==> src/pkg/rx_status_pkg.sv <==
// Package with constants, layouts and carrier types for the receive status word builder.
package rx_status_pkg;
    // ------------------------------------------------------------
    // Status word bit positions
    // ------------------------------------------------------------
    localparam int IP_HDR_SUM_ERR_BIT = 31;
    localparam int ALL_ONES_BIT = 25;
    localparam int GROUP_BIT = 24;
    localparam int VLAN_BIT = 23;
    localparam int ANY_ERR_BIT = 22;
    localparam int TIMEOUT_BIT = 21;
    localparam int RUNT_BIT = 20;
    localparam int LONG_BIT = 19;
    localparam int PHY_ERR_BIT = 18;
    localparam int ODD_BITS_BIT = 17;
    localparam int FCS_BIT = 16;
    localparam int SINGLE_BIT = 15;
    localparam int L4_UNKNOWN_BIT = 14;
    localparam int LEN_W = 14;
    localparam int GROUP_ADDR_BIT = 40;
    localparam logic [LEN_W-1:0] MIN_FRAME_BYTES = 14'h0040;
    localparam logic [LEN_W-1:0] FCS_BYTES = 14'h0004;
    localparam logic [LEN_W-1:0] LEN_SATURATE = 14'h3FFF;
    // ------------------------------------------------------------
    // Register map and fields
    // ------------------------------------------------------------
    localparam logic [4:0] CTRL_OFFSET = 5'h00;
    localparam logic [4:0] LAST_WORD_OFFSET = 5'h04;
    localparam logic [4:0] INT_STATUS_OFFSET = 5'h08;
    localparam logic [4:0] INT_MASK_OFFSET = 5'h0C;
    localparam logic [4:0] FRAME_COUNT_OFFSET = 5'h10;
    localparam int KEEP_BAD_BIT = 0;
    localparam int STRIP_FCS_BIT = 1;
    localparam int MAX_SIZE_LSB = 16;
    localparam logic [31:0] CTRL_RESET = 32'h05EE_0000;
    localparam logic [31:0] CTRL_WRITABLE = 32'h3FFF_0003;
    localparam int EVT_W = 3;
    localparam int EVT_DONE = 0;
    localparam int EVT_ERROR = 1;
    localparam int EVT_DROP = 2;
    // ------------------------------------------------------------
    // Carrier types
    // ------------------------------------------------------------
    typedef struct packed {
        logic [47:0] dest_addr;
        logic vlan_removed;
        logic [15:0] vlan_tag;
        logic fcs_mismatch;
        logic odd_bit_count;
        logic timeout_cut;
        logic short_seen;
        logic ip_sum_error;
        logic l4_sum_error;
        logic l4_sum_unknown;
    } frame_end_t;
    typedef struct packed {
        logic valid;
        logic drop;
        logic [31:0] word;
        logic [15:0] vlan_tag;
    } status_out_t;
endpackage : rx_status_pkg

==> src/design/rx_frame_status_word_a.sv <==
// Receive status word builder with its classic Wishbone register slave and interrupt.
//
// Our own choices: the address map and the Wishbone slave port.
`timescale 1ns/1ps
`default_nettype none
// Overview of operation
// - Group flag bit 24 when address group bit set, never for all-ones broadcast.
// - Bit 23 when VLAN tag removed; removed tag goes out for second word.
// - Error summary bit 22 is OR of FCS, alignment, PHY, long, runt, timeout, checksums.
// - Bit 21 when MAC cut the frame beyond 11,264 bytes.
// - Bit 20 for frames under 64 bytes and for any short frame.
// - Runt frames pass only with keep-bad set, otherwise dropped.
// - Bit 19 when length exceeds programmed maximum; reception is not truncated.
// - Bit 18 when PHY receive error seen at any time during the frame.
// - Bit 17 for odd bit count with FCS error, only at 10/100.
// - Bit 16 on FCS mismatch or on PHY receive error during frame.
// - FCS bit carries no meaning for runt or timed-out frames.
// - Bit 15 for a unicast destination.
// - Bit 14 when L4 checksum could not be computed; L4 error then ignored.
// - Bits 13 to 0 hold the received frame length in bytes.
// - With FCS stripping enabled the reported length is four bytes less for frames of four bytes or more.
// - Bit 31 carries IP header checksum error, not for IPv6.
// - Keep-bad control decides whether frames with non-checksum errors are kept or dropped.
// - Bit 25 is broadcast flag, exclusive with the group flag.
module rx_frame_status_word_a #(
    parameter int MAX_SIZE_W = 14
) (
    // Clock and reset
    input wire logic clk,
    input wire logic srst,
    // Classic Wishbone slave
    input wire logic wb_cyc_i,
    input wire logic wb_stb_i,
    input wire logic wb_we_i,
    input wire logic [4:0] wb_adr_i,
    input wire logic [3:0] wb_sel_i,
    input wire logic [31:0] wb_dat_i,
    output logic [31:0] wb_dat_o,
    output logic wb_ack_o,
    // Frame status from MAC and filter engine
    input wire logic frame_start,
    input wire logic byte_strobe,
    input wire logic phy_symbol_error,
    input wire logic gigabit_mode,
    input wire logic frame_end,
    input wire rx_status_pkg::frame_end_t frame_info,
    // Status toward the FIFO controller
    output rx_status_pkg::status_out_t status_out,
    // Interrupt
    output logic irq
);
    // ------------------------------------------------------------
    // Elaboration checks
    // ------------------------------------------------------------
    if (MAX_SIZE_W != rx_status_pkg::LEN_W) begin : g_bad_width
        $error("MAX_SIZE_W must equal the length field width");
    end

    typedef enum logic [1:0] {
        ST_IDLE = 2'b01,
        ST_RECV = 2'b10
    } rx_state_t;

    // ------------------------------------------------------------
    // State declarations
    // ------------------------------------------------------------
    rx_state_t state_reg;
    rx_state_t state_next;
    logic [MAX_SIZE_W-1:0] count_reg;
    logic [MAX_SIZE_W-1:0] count_next;
    logic phy_seen_reg;
    logic phy_seen_next;
    rx_status_pkg::status_out_t out_reg;
    rx_status_pkg::status_out_t out_next;
    logic [31:0] ctrl_reg;
    logic [31:0] ctrl_next;
    logic [31:0] last_word_reg;
    logic [31:0] last_word_next;
    logic [31:0] frame_count_reg;
    logic [31:0] frame_count_next;
    logic [rx_status_pkg::EVT_W-1:0] int_status_reg;
    logic [rx_status_pkg::EVT_W-1:0] int_status_next;
    logic [rx_status_pkg::EVT_W-1:0] int_mask_reg;
    logic [rx_status_pkg::EVT_W-1:0] int_mask_next;
    logic [31:0] rdata_reg;
    logic [31:0] rdata_next;
    logic ack_reg;
    logic ack_next;
    logic irq_reg;
    logic irq_next;

    // ------------------------------------------------------------
    // Control fields and per-frame flag evaluation
    // ------------------------------------------------------------
    logic keep_bad;
    logic strip_fcs;
    logic [MAX_SIZE_W-1:0] max_size;
    logic [MAX_SIZE_W-1:0] total_len;
    logic [MAX_SIZE_W-1:0] report_len;
    logic is_all_ones;
    logic is_group;
    logic is_single;
    logic is_runt;
    logic is_long;
    logic phy_err;
    logic fcs_err;
    logic odd_err;
    logic l4_err;
    logic any_err;
    logic drop_frame;
    logic [rx_status_pkg::EVT_W-1:0] events;
    logic [31:0] word;

    assign keep_bad = ctrl_reg[rx_status_pkg::KEEP_BAD_BIT];
    assign strip_fcs = ctrl_reg[rx_status_pkg::STRIP_FCS_BIT];
    assign max_size = ctrl_reg[rx_status_pkg::MAX_SIZE_LSB +: MAX_SIZE_W];

    always_comb begin
        // The ending byte may share the cycle with the end strobe.
        if (byte_strobe && count_reg != rx_status_pkg::LEN_SATURATE) begin
            total_len = count_reg + 14'h0001;
        end else begin
            total_len = count_reg;
        end
        if (strip_fcs && total_len >= rx_status_pkg::FCS_BYTES) begin
            report_len = total_len - rx_status_pkg::FCS_BYTES;
        end else begin
            report_len = total_len;
        end
        is_all_ones = &frame_info.dest_addr;
        is_group = frame_info.dest_addr[rx_status_pkg::GROUP_ADDR_BIT] && !is_all_ones;
        is_single = !frame_info.dest_addr[rx_status_pkg::GROUP_ADDR_BIT];
        is_runt = total_len < rx_status_pkg::MIN_FRAME_BYTES || frame_info.short_seen;
        is_long = total_len > max_size;
        phy_err = phy_seen_reg || phy_symbol_error;
        // The check result is passed as seen; it is not meaningful for runt or cut frames.
        fcs_err = frame_info.fcs_mismatch || phy_err;
        odd_err = frame_info.odd_bit_count && fcs_err && !gigabit_mode;
        l4_err = frame_info.l4_sum_error && !frame_info.l4_sum_unknown;
        any_err = fcs_err || odd_err || phy_err || is_long || is_runt
            || frame_info.timeout_cut || frame_info.ip_sum_error || l4_err;
        // Checksum errors never cause a drop; such frames are dropped only for another error with keep-bad clear.
        drop_frame = !keep_bad && (fcs_err || odd_err || phy_err || is_long
            || is_runt || frame_info.timeout_cut);
        word = 32'h0000_0000;
        word[rx_status_pkg::IP_HDR_SUM_ERR_BIT] = frame_info.ip_sum_error;
        word[rx_status_pkg::ALL_ONES_BIT] = is_all_ones;
        word[rx_status_pkg::GROUP_BIT] = is_group;
        word[rx_status_pkg::VLAN_BIT] = frame_info.vlan_removed;
        word[rx_status_pkg::ANY_ERR_BIT] = any_err;
        word[rx_status_pkg::TIMEOUT_BIT] = frame_info.timeout_cut;
        word[rx_status_pkg::RUNT_BIT] = is_runt;
        word[rx_status_pkg::LONG_BIT] = is_long;
        word[rx_status_pkg::PHY_ERR_BIT] = phy_err;
        word[rx_status_pkg::ODD_BITS_BIT] = odd_err;
        word[rx_status_pkg::FCS_BIT] = fcs_err;
        word[rx_status_pkg::SINGLE_BIT] = is_single;
        word[rx_status_pkg::L4_UNKNOWN_BIT] = frame_info.l4_sum_unknown;
        word[MAX_SIZE_W-1:0] = report_len;
    end

    // ------------------------------------------------------------
    // Frame tracking
    // ------------------------------------------------------------
    always_comb begin
        state_next = state_reg;
        count_next = count_reg;
        phy_seen_next = phy_seen_reg;
        out_next = out_reg;
        out_next.valid = 1'b0;
        events = '0;
        case (state_reg)
            ST_IDLE: begin
                if (frame_start) begin
                    state_next = ST_RECV;
                    count_next = '0;
                    phy_seen_next = phy_symbol_error;
                end
            end
            ST_RECV: begin
                // The counter saturates so an overlong frame still reports a sane length.
                if (byte_strobe && count_reg != rx_status_pkg::LEN_SATURATE) begin
                    count_next = count_reg + 14'h0001;
                end
                if (phy_symbol_error) begin
                    phy_seen_next = 1'b1;
                end
                if (frame_end) begin
                    state_next = ST_IDLE;
                    out_next.valid = 1'b1;
                    out_next.drop = drop_frame;
                    out_next.word = word;
                    out_next.vlan_tag = frame_info.vlan_tag;
                    events[rx_status_pkg::EVT_DONE] = 1'b1;
                    events[rx_status_pkg::EVT_ERROR] = any_err;
                    events[rx_status_pkg::EVT_DROP] = drop_frame;
                end
            end
            default: begin
                state_next = ST_IDLE;
            end
        endcase
    end

    always_ff @(posedge clk) begin
        if (srst) begin
            state_reg <= ST_IDLE;
            count_reg <= '0;
            phy_seen_reg <= 1'b0;
            out_reg <= '0;
        end else begin
            state_reg <= state_next;
            count_reg <= count_next;
            phy_seen_reg <= phy_seen_next;
            out_reg <= out_next;
        end
    end

    // ------------------------------------------------------------
    // Wishbone registers and interrupt
    // ------------------------------------------------------------
    logic bus_req;
    logic [31:0] byte_mask;
    logic [31:0] write_mask;

    assign bus_req = wb_cyc_i && wb_stb_i && !ack_reg;

    for (genvar b = 0; b < 4; b++) begin : g_lane
        assign byte_mask[8*b +: 8] = {8{wb_sel_i[b]}};
    end

    assign write_mask = byte_mask & rx_status_pkg::CTRL_WRITABLE;

    always_comb begin
        ctrl_next = ctrl_reg;
        int_mask_next = int_mask_reg;
        int_status_next = int_status_reg;
        last_word_next = last_word_reg;
        frame_count_next = frame_count_reg;
        rdata_next = rdata_reg;
        ack_next = bus_req;
        if (out_reg.valid) begin
            last_word_next = out_reg.word;
            frame_count_next = frame_count_reg + 32'h0000_0001;
        end
        if (bus_req && wb_we_i) begin
            case (wb_adr_i)
                rx_status_pkg::CTRL_OFFSET: begin
                    ctrl_next = (ctrl_reg & ~write_mask) | (wb_dat_i & write_mask);
                end
                rx_status_pkg::INT_STATUS_OFFSET: begin
                    if (wb_sel_i[0]) begin
                        int_status_next = int_status_reg & ~wb_dat_i[rx_status_pkg::EVT_W-1:0];
                    end
                end
                rx_status_pkg::INT_MASK_OFFSET: begin
                    if (wb_sel_i[0]) begin
                        int_mask_next = wb_dat_i[rx_status_pkg::EVT_W-1:0];
                    end
                end
                default: begin
                end
            endcase
        end
        // A new event wins over a clear landing in the same cycle.
        int_status_next = int_status_next | events;
        if (bus_req && !wb_we_i) begin
            case (wb_adr_i)
                rx_status_pkg::CTRL_OFFSET: rdata_next = ctrl_reg;
                rx_status_pkg::LAST_WORD_OFFSET: rdata_next = last_word_reg;
                rx_status_pkg::INT_STATUS_OFFSET: rdata_next = {29'h0000_0000, int_status_reg};
                rx_status_pkg::INT_MASK_OFFSET: rdata_next = {29'h0000_0000, int_mask_reg};
                rx_status_pkg::FRAME_COUNT_OFFSET: rdata_next = frame_count_reg;
                default: rdata_next = 32'h0000_0000;
            endcase
        end
        irq_next = |(int_status_next & int_mask_next);
    end

    always_ff @(posedge clk) begin
        if (srst) begin
            ctrl_reg <= rx_status_pkg::CTRL_RESET;
            int_mask_reg <= '0;
            int_status_reg <= '0;
            last_word_reg <= 32'h0000_0000;
            frame_count_reg <= 32'h0000_0000;
            rdata_reg <= 32'h0000_0000;
            ack_reg <= 1'b0;
            irq_reg <= 1'b0;
        end else begin
            ctrl_reg <= ctrl_next;
            int_mask_reg <= int_mask_next;
            int_status_reg <= int_status_next;
            last_word_reg <= last_word_next;
            frame_count_reg <= frame_count_next;
            rdata_reg <= rdata_next;
            ack_reg <= ack_next;
            irq_reg <= irq_next;
        end
    end

    assign wb_dat_o = rdata_reg;
    assign wb_ack_o = ack_reg;
    assign status_out = out_reg;
    assign irq = irq_reg;
endmodule : rx_frame_status_word_a
`default_nettype wire

==> config.mk <==
export PLATFORM = sky130hd
export DESIGN_NAME = rx_frame_status_word_a
export DESIGN_NICKNAME = d
export VERILOG_FILES = /design/src/pkg/rx_status_pkg.sv /design/src/design/rx_frame_status_word_a.sv
export SDC_FILE = /design/constraint.sdc
export NUM_CORES = 1
export LEC_CHECK = 0
export BUFFER_PORTS_ARGS = -buffer_cell sky130_fd_sc_hd__buf_2
export CAP_MARGIN = 20
export CORE_MARGIN = 4
export CORE_UTILIZATION = 45
export DETAILED_ROUTE_END_ITERATION = 12
export PLACE_DENSITY = 0.69
export SLEW_MARGIN = 30
export SYNTH_ARGS = -nofsm -noshare
export SYNTH_HDL_FRONTEND = slang
export SYNTH_SLANG_ARGS = --single-unit
export TNS_END_PERCENT = 30
==> constraint.sdc <==
create_clock -name clk -period 4.42 [get_ports clk]
set_clock_uncertainty 0.15 [all_clocks]
set_input_delay 0.663 -clock clk [delete_from_list [all_inputs] [get_ports clk]]
set_output_delay 0.663 -clock clk [all_outputs]
set_load 0.05 [all_outputs]
# After elaboration in Yosys (flattened, before gate mapping)
# Index checks and enable logic that the tools add are counted.
# classes
multipliers	0
eq_ne	10
reduce_logical	38
n_lt_le_gt_ge	3
div_mod_pow	0
n_shift	0
muxes	20
n_bitwise	9
addsub	3
# ops
operator	count
32-bit one-hot mux with 5 select lines	1
50-bit two-way mux	1
48-bit AND reduction	1
14-bit two-way mux	3
32-bit by 1-bit adder with 32-bit output (second input constant)	1
32-bit by 30-bit AND with 32-bit output	1
32-bit AND	1
30-bit inverter with 32-bit output	1
32-bit bitwise OR	1
14-bit one-hot mux with 2 select lines	1
3-bit two-way mux	8
14-bit by 1-bit adder with 14-bit output (second input constant)	1
14-bit by 3-bit >= comparator with 1-bit output (second input constant)	1
14-bit > comparator	1
14-bit by 7-bit less-than comparator with 1-bit output (second input constant)	1
14-bit != test (second input constant)	1
14-bit by 3-bit subtractor with 14-bit output (second input constant)	1
1-bit logical AND	11
5-bit by 4-bit == test with 1-bit output (second input constant)	2
1-bit logical OR	10
2-bit AND reduction	4
1-bit logical NOT	7
3-bit AND	2
2-bit != test (second input constant)	3
other kinds (16)	18
# word_totals
latchBits	0
elab_cells	98
mem_bits_ro	0
ff_bits	193
memories	0
input_bits	123
ramBits	0
output_inout_bits	84

# Logic depth before layout (Yosys ltp)
# logic_depth
ltp_word	16
ltp_mapped	14
mapped_depth_nobuf	14

# Least setup slack after synthesis
# OpenSTA, ideal clock, no wires.
# synth_timing
kind	reg-to-reg
startpoint	register count_reg[1]
endpoint	register irq_reg (netlist: irq)
slack_ns	0.816
required_time_ns	4.141
period_less_slack_ns	3.604
setup_ns	0.129
stages_incl_launch_ff	15
path_buffers	0
arrival_time_ns	3.325
cell_sequence	dfxtp_1 > ha_1 > nand4_1 > or4_4 > and2_4 > xnor2_2 > inv_1 > ha_1 > nand4_1 > nor4_1 > a211oi_1 > nor4b_1 > o311ai_1 > o211ai_1 > nand3_1
# synth_via
elab_chain_cells	14
word_cells_on_any_way	18
cone_classes	add/sub (1); order compare (2); eq/ne (1); mux (3); bitwise (2); reduce/logical (9)
# synth_rtl
item	line_no	rtl
start: declaration	rx_frame_status_word_a.sv:69	logic [MAX_SIZE_W-1:0] count_reg;
start signal: assignment	rx_frame_status_word_a.sv:213	count_reg <= count_next;
parallel branches: the longest is 2 deep, another holds 14-bit by 1-bit adder with 14-bit output	-	
14-bit two-way mux *	rx_frame_status_word_a.sv:120	if (byte_strobe && count_reg != rx_status_pkg::LEN_SATURATE) begin
14-bit > comparator / 14-bit by 7-bit less-than comparator with 1-bit output (equally long branches)	rx_frame_status_word_a.sv:134, rx_frame_status_word_a.sv:133	
1-bit logical OR (on tied branches)	rx_frame_status_word_a.sv:140, rx_frame_status_word_a.sv:143, rx_frame_status_word_a.sv:133	
1-bit logical OR *	rx_frame_status_word_a.sv:140, rx_frame_status_word_a.sv:144	
1-bit logical OR *	rx_frame_status_word_a.sv:141, rx_frame_status_word_a.sv:144	
1-bit logical OR (2 in a row)	rx_frame_status_word_a.sv:141	|| frame_info.timeout_cut || frame_info.ip_sum_error || l4_err;
3-bit two-way mux *	rx_frame_status_word_a.sv:188	if (frame_end) begin
3-bit two-way mux *	rx_frame_status_word_a.sv:172	case (state_reg)
3-bit bitwise OR *	rx_frame_status_word_a.sv:266	int_status_next = int_status_next | events;
3-bit AND *	rx_frame_status_word_a.sv:277	irq_next = |(int_status_next & int_mask_next);
3-bit OR reduction *	rx_frame_status_word_a.sv:277	
end signal: assignment	rx_frame_status_word_a.sv:298	irq_reg <= irq_next;
end: declaration	rx_frame_status_word_a.sv:89	logic irq_reg;
# Every way passes the cells marked *.
# A chain may end at the register's enable or synchronous reset.

# Worst setup path in the final report
# layout_timing
startpoint	register count_reg[0]
endpoint	register irq_reg (netlist: irq)
# The elaborated chain is that of the path after synthesis.

==> impl_summary.log <==
INFO  metric first_pass_iters = 5
INFO  metric setup.worst_path.end_class = flip-flop
INFO  metric setup_viol_count_final = 0
INFO  metric synth_seq_area_share = 41.50%
INFO  metric syn_area_per_cell = 8.226 µm²
INFO  metric cts-resized-gates = 0
INFO  metric postCtsHoldBufs = 0
INFO  metric timing.max_cap.violations = 0
INFO  metric chipWidth = 145.7 µm
INFO  metric post_synth_main_area_contributors = dfxtp_1, nor2_1, mux2i_1
INFO  metric synth_async_sr_flop_share = 0%
INFO  metric kind_of_start_point_of_the_critical_path = flip-flop
INFO  metric cts-root-buf = clkbuf_16
INFO  metric initial_drt_markers = 590
INFO  metric syn-cell-area = 8538 µm²
INFO  metric number_of_buffers_created_by_cts = 17
INFO  metric cts_max_level = 4
INFO  metric worst_hold_margin = 0.3009 ns
INFO  metric synthDominantAreaCellType = dfxtp_1
INFO  metric final_cell_area = 10130 µm²
INFO  metric core-area = 18710 µm²
INFO  metric largest_register_ff_count = 45
INFO  metric grt_pass1_wl = 39820 µm
INFO  metric transition_at_the_pin_with_the_smallest_max_transition_slack = 0.9571 ns
INFO  metric finalCoreUtilization = 54.13%
INFO  metric finalHoldViolCount = 0
INFO  metric ff2ff_path_depth = 13
INFO  metric rsz0062_at_grt = no
INFO  metric insertion_delay = 0.43 ns
INFO  metric yosys.cell_types.count = 71
INFO  metric worstPathMaxFanout = 8
INFO  metric cts_tree = built
INFO  metric io_buffer_count = 185
INFO  metric antenna_found_initial = 0
INFO  metric floorplan.initialDensity = 45.65%
INFO  metric worstReg2RegEnd = irq
INFO  metric via_count_of_the_first_global_routing_pass = 7338
INFO  metric post-route-min-period = 4.079 ns
INFO  metric dp_hpwl = 18480 µm
INFO  metric vias = 7954
INFO  metric drv_slew = 0
INFO  metric floorplan.die_area = 21240 µm²
INFO  metric status = finished clean
INFO  metric clock_tree_buffer_depth = 2
INFO  metric holdPathStages = 2
INFO  metric relSlewSlack = 35.52%
INFO  metric p_leak = 4.139 nW
INFO  metric post-cts-setup-buffer-count = 0
INFO  metric synth_edf_count = 0
INFO  metric timing.hold.worst.start = status_out[12]
INFO  metric postPlaceCellArea = 9558 µm²
INFO  metric die_h = 145.7 µm
INFO  metric hold_class = flip-flop to flip-flop
INFO  metric place.gp.congestion = 0.9296
INFO  metric synth_top_area_share = 41.50%
INFO  metric cp_data_arrival_time = 4.23 ns
INFO  metric nNetsFinal = 1328
INFO  metric placement_rows = 50
INFO  metric max_frequency = 245.1 MHz
INFO  metric yosysWarningCount = 0
INFO  metric n_antenna_cell = 0
INFO  metric reg2reg_from = count_reg[0]
INFO  metric crit_start = count_reg[0]
INFO  metric max_rail_drop_vdd = 286.9 µV
INFO  metric dominantRegCellSynth = dfxtp_1
INFO  metric netlist_instances = 1038
INFO  metric routed_wire_length_per_instance = 17.30 µm
INFO  metric drt-vias-per-instance = 5.547
INFO  metric fin_setup_tns = 0 ns
INFO  metric grt.overflow.total = 0
INFO  metric timing.final.crit_share = 92.30%
INFO  metric critPathKind = flip-flop to flip-flop
INFO  metric detail_route.drc_violations = 0
INFO  metric clock_edge_transition_at_the_registers_on_the_reported_setup_and_hold_paths = 0.07 ns
INFO  metric top_level_ports = 207
INFO  metric power-per-cell-area = 321.1 nW/µm²
INFO  metric p_total = 3.251 mW
INFO  metric postRouteWirelength = 24820 µm
INFO  metric ant_nets = 0
INFO  metric reg2reg_slack = 0.34 ns
INFO  metric pin_count_of_the_biggest_net_entering_global_routing = 57
INFO  metric groute.usage.overall = 23.07%
INFO  metric ys_ff_latch = 177
INFO  metric drive_gt1_share = 20.92%
INFO  metric area_growth = 18.60%
INFO  metric worst_hold_path.endpoint = status_out[12]
INFO  metric worst_ep_required_time = 4.57 ns
INFO  metric total_number_of_clock_tree_sinks = 177
[layout by cell type (no fill, tap or decap), types with 18 or more instances in the layout]
master and count:
a21oi_1 75, a22oi_1 29, buf_2 184, dfxtp_1 176
ha_1 18, inv_1 32, mux2i_1 54, nand2_1 99
nand3_1 18, nand4_1 33, nor2_1 180, nor3_1 30
o21ai_0 21, xor2_1 19
[cells in the mapped netlist, types with 3 or more instances]
| cell | n |
|---|---|
| a211oi_1 | 5 |
| a21o_1 | 5 |
| a21oi_1 | 75 |
| a221oi_1 | 7 |
| a22oi_1 | 29 |
| a311oi_1 | 7 |
| a31oi_1 | 6 |
| and2_1 | 7 |
| and3_1 | 14 |
| and4_1 | 9 |
| buf_1 | 12 |
| buf_2 | 9 |
| buf_4 | 9 |
| clkbuf_1 | 42 |
| dfxtp_1 | 177 |
| ha_1 | 18 |
| inv_1 | 32 |
| mux2i_1 | 54 |
| nand2_1 | 99 |
| nand3_1 | 18 |
| nand4_1 | 33 |
| nand4b_1 | 3 |
| nor2_1 | 180 |
| nor2b_1 | 3 |
| nor3_1 | 30 |
| nor4_1 | 12 |
| nor4b_1 | 3 |
| o211ai_1 | 13 |
| o21ai_0 | 21 |
| o21ai_1 | 4 |
| o311ai_1 | 3 |
| o31ai_1 | 6 |
| or3_1 | 14 |
| or4_1 | 6 |
| xnor2_1 | 14 |
| xor2_1 | 19 |
[routing by layer]
layer	global-route usage [%]	vias up	wire length, µm
met4	7.455	0	515
met3	3.768	38	1122
met5	0	-	0
met2	38.38	219	12040
met1	30.71	3722	11130
li1	-	3975	-
[cell type report]
cell class,instances,area (µm²)
timing repair buffer,200,1041
multi-input combinational,756,4551
tap,234,292.8
sequential,177,3545
clock buffer,22,464.2
fill,1767,8579
inverter,35,131.4
clock inverter,10,101.3
[stage by stage]
stage               instances  worst slack (ns)
finish                   1434            0.3405
global route             1434           0.05503
CTS                      1434            0.3898
detailed placement       1402            0.3199
global placement         1402            0.3533
floorplan                1042            0.8164
[worst max-delay path, stage by stage (launching register included)]
cell      delay [ns]
dfxtp_1         0.47
ha_1            0.30
nand4_1         0.14
or4_4           0.50
nand2_1         0.20
mux2_2          0.41
ha_1            0.31
nand3_1         0.07
nor4_1          0.26
a211oi_1        0.11
nor4b_1         0.42
o311ai_1        0.26
o211ai_1        0.23
nand3_1         0.10
[how the worst max path moves through the flow]
| stage | endpoint | slack [ns] |
|---|---|---|
| after floorplan | irq | 0.82 |
| after global placement | int_status_reg[1] | 0.35 |
| after detailed placement | int_status_reg[1] | 0.32 |
| after CTS | int_status_reg[1] | 0.39 |
| after global routing | int_status_reg[1] | 0.06 |
| final | irq | 0.34 |
[cells by family after synthesis]
family,synth area share (%)
AOI/OAI and AO/OA,15.67
xor gates and xnor gates,3.576
adders and majority gates,2.638
buffers and inverters,5.422
DFF,41.50
muxes,6.462
other,0.04392
and+or+nand+nor,24.69
[where the power goes]
group	total, mW	internal, mW	switching, mW
registers	1.61	1.60	0.00718
logic	0.185	0.0597	0.125
clock network	1.46	0.813	0.643
(Power assumes the default switching activity.)
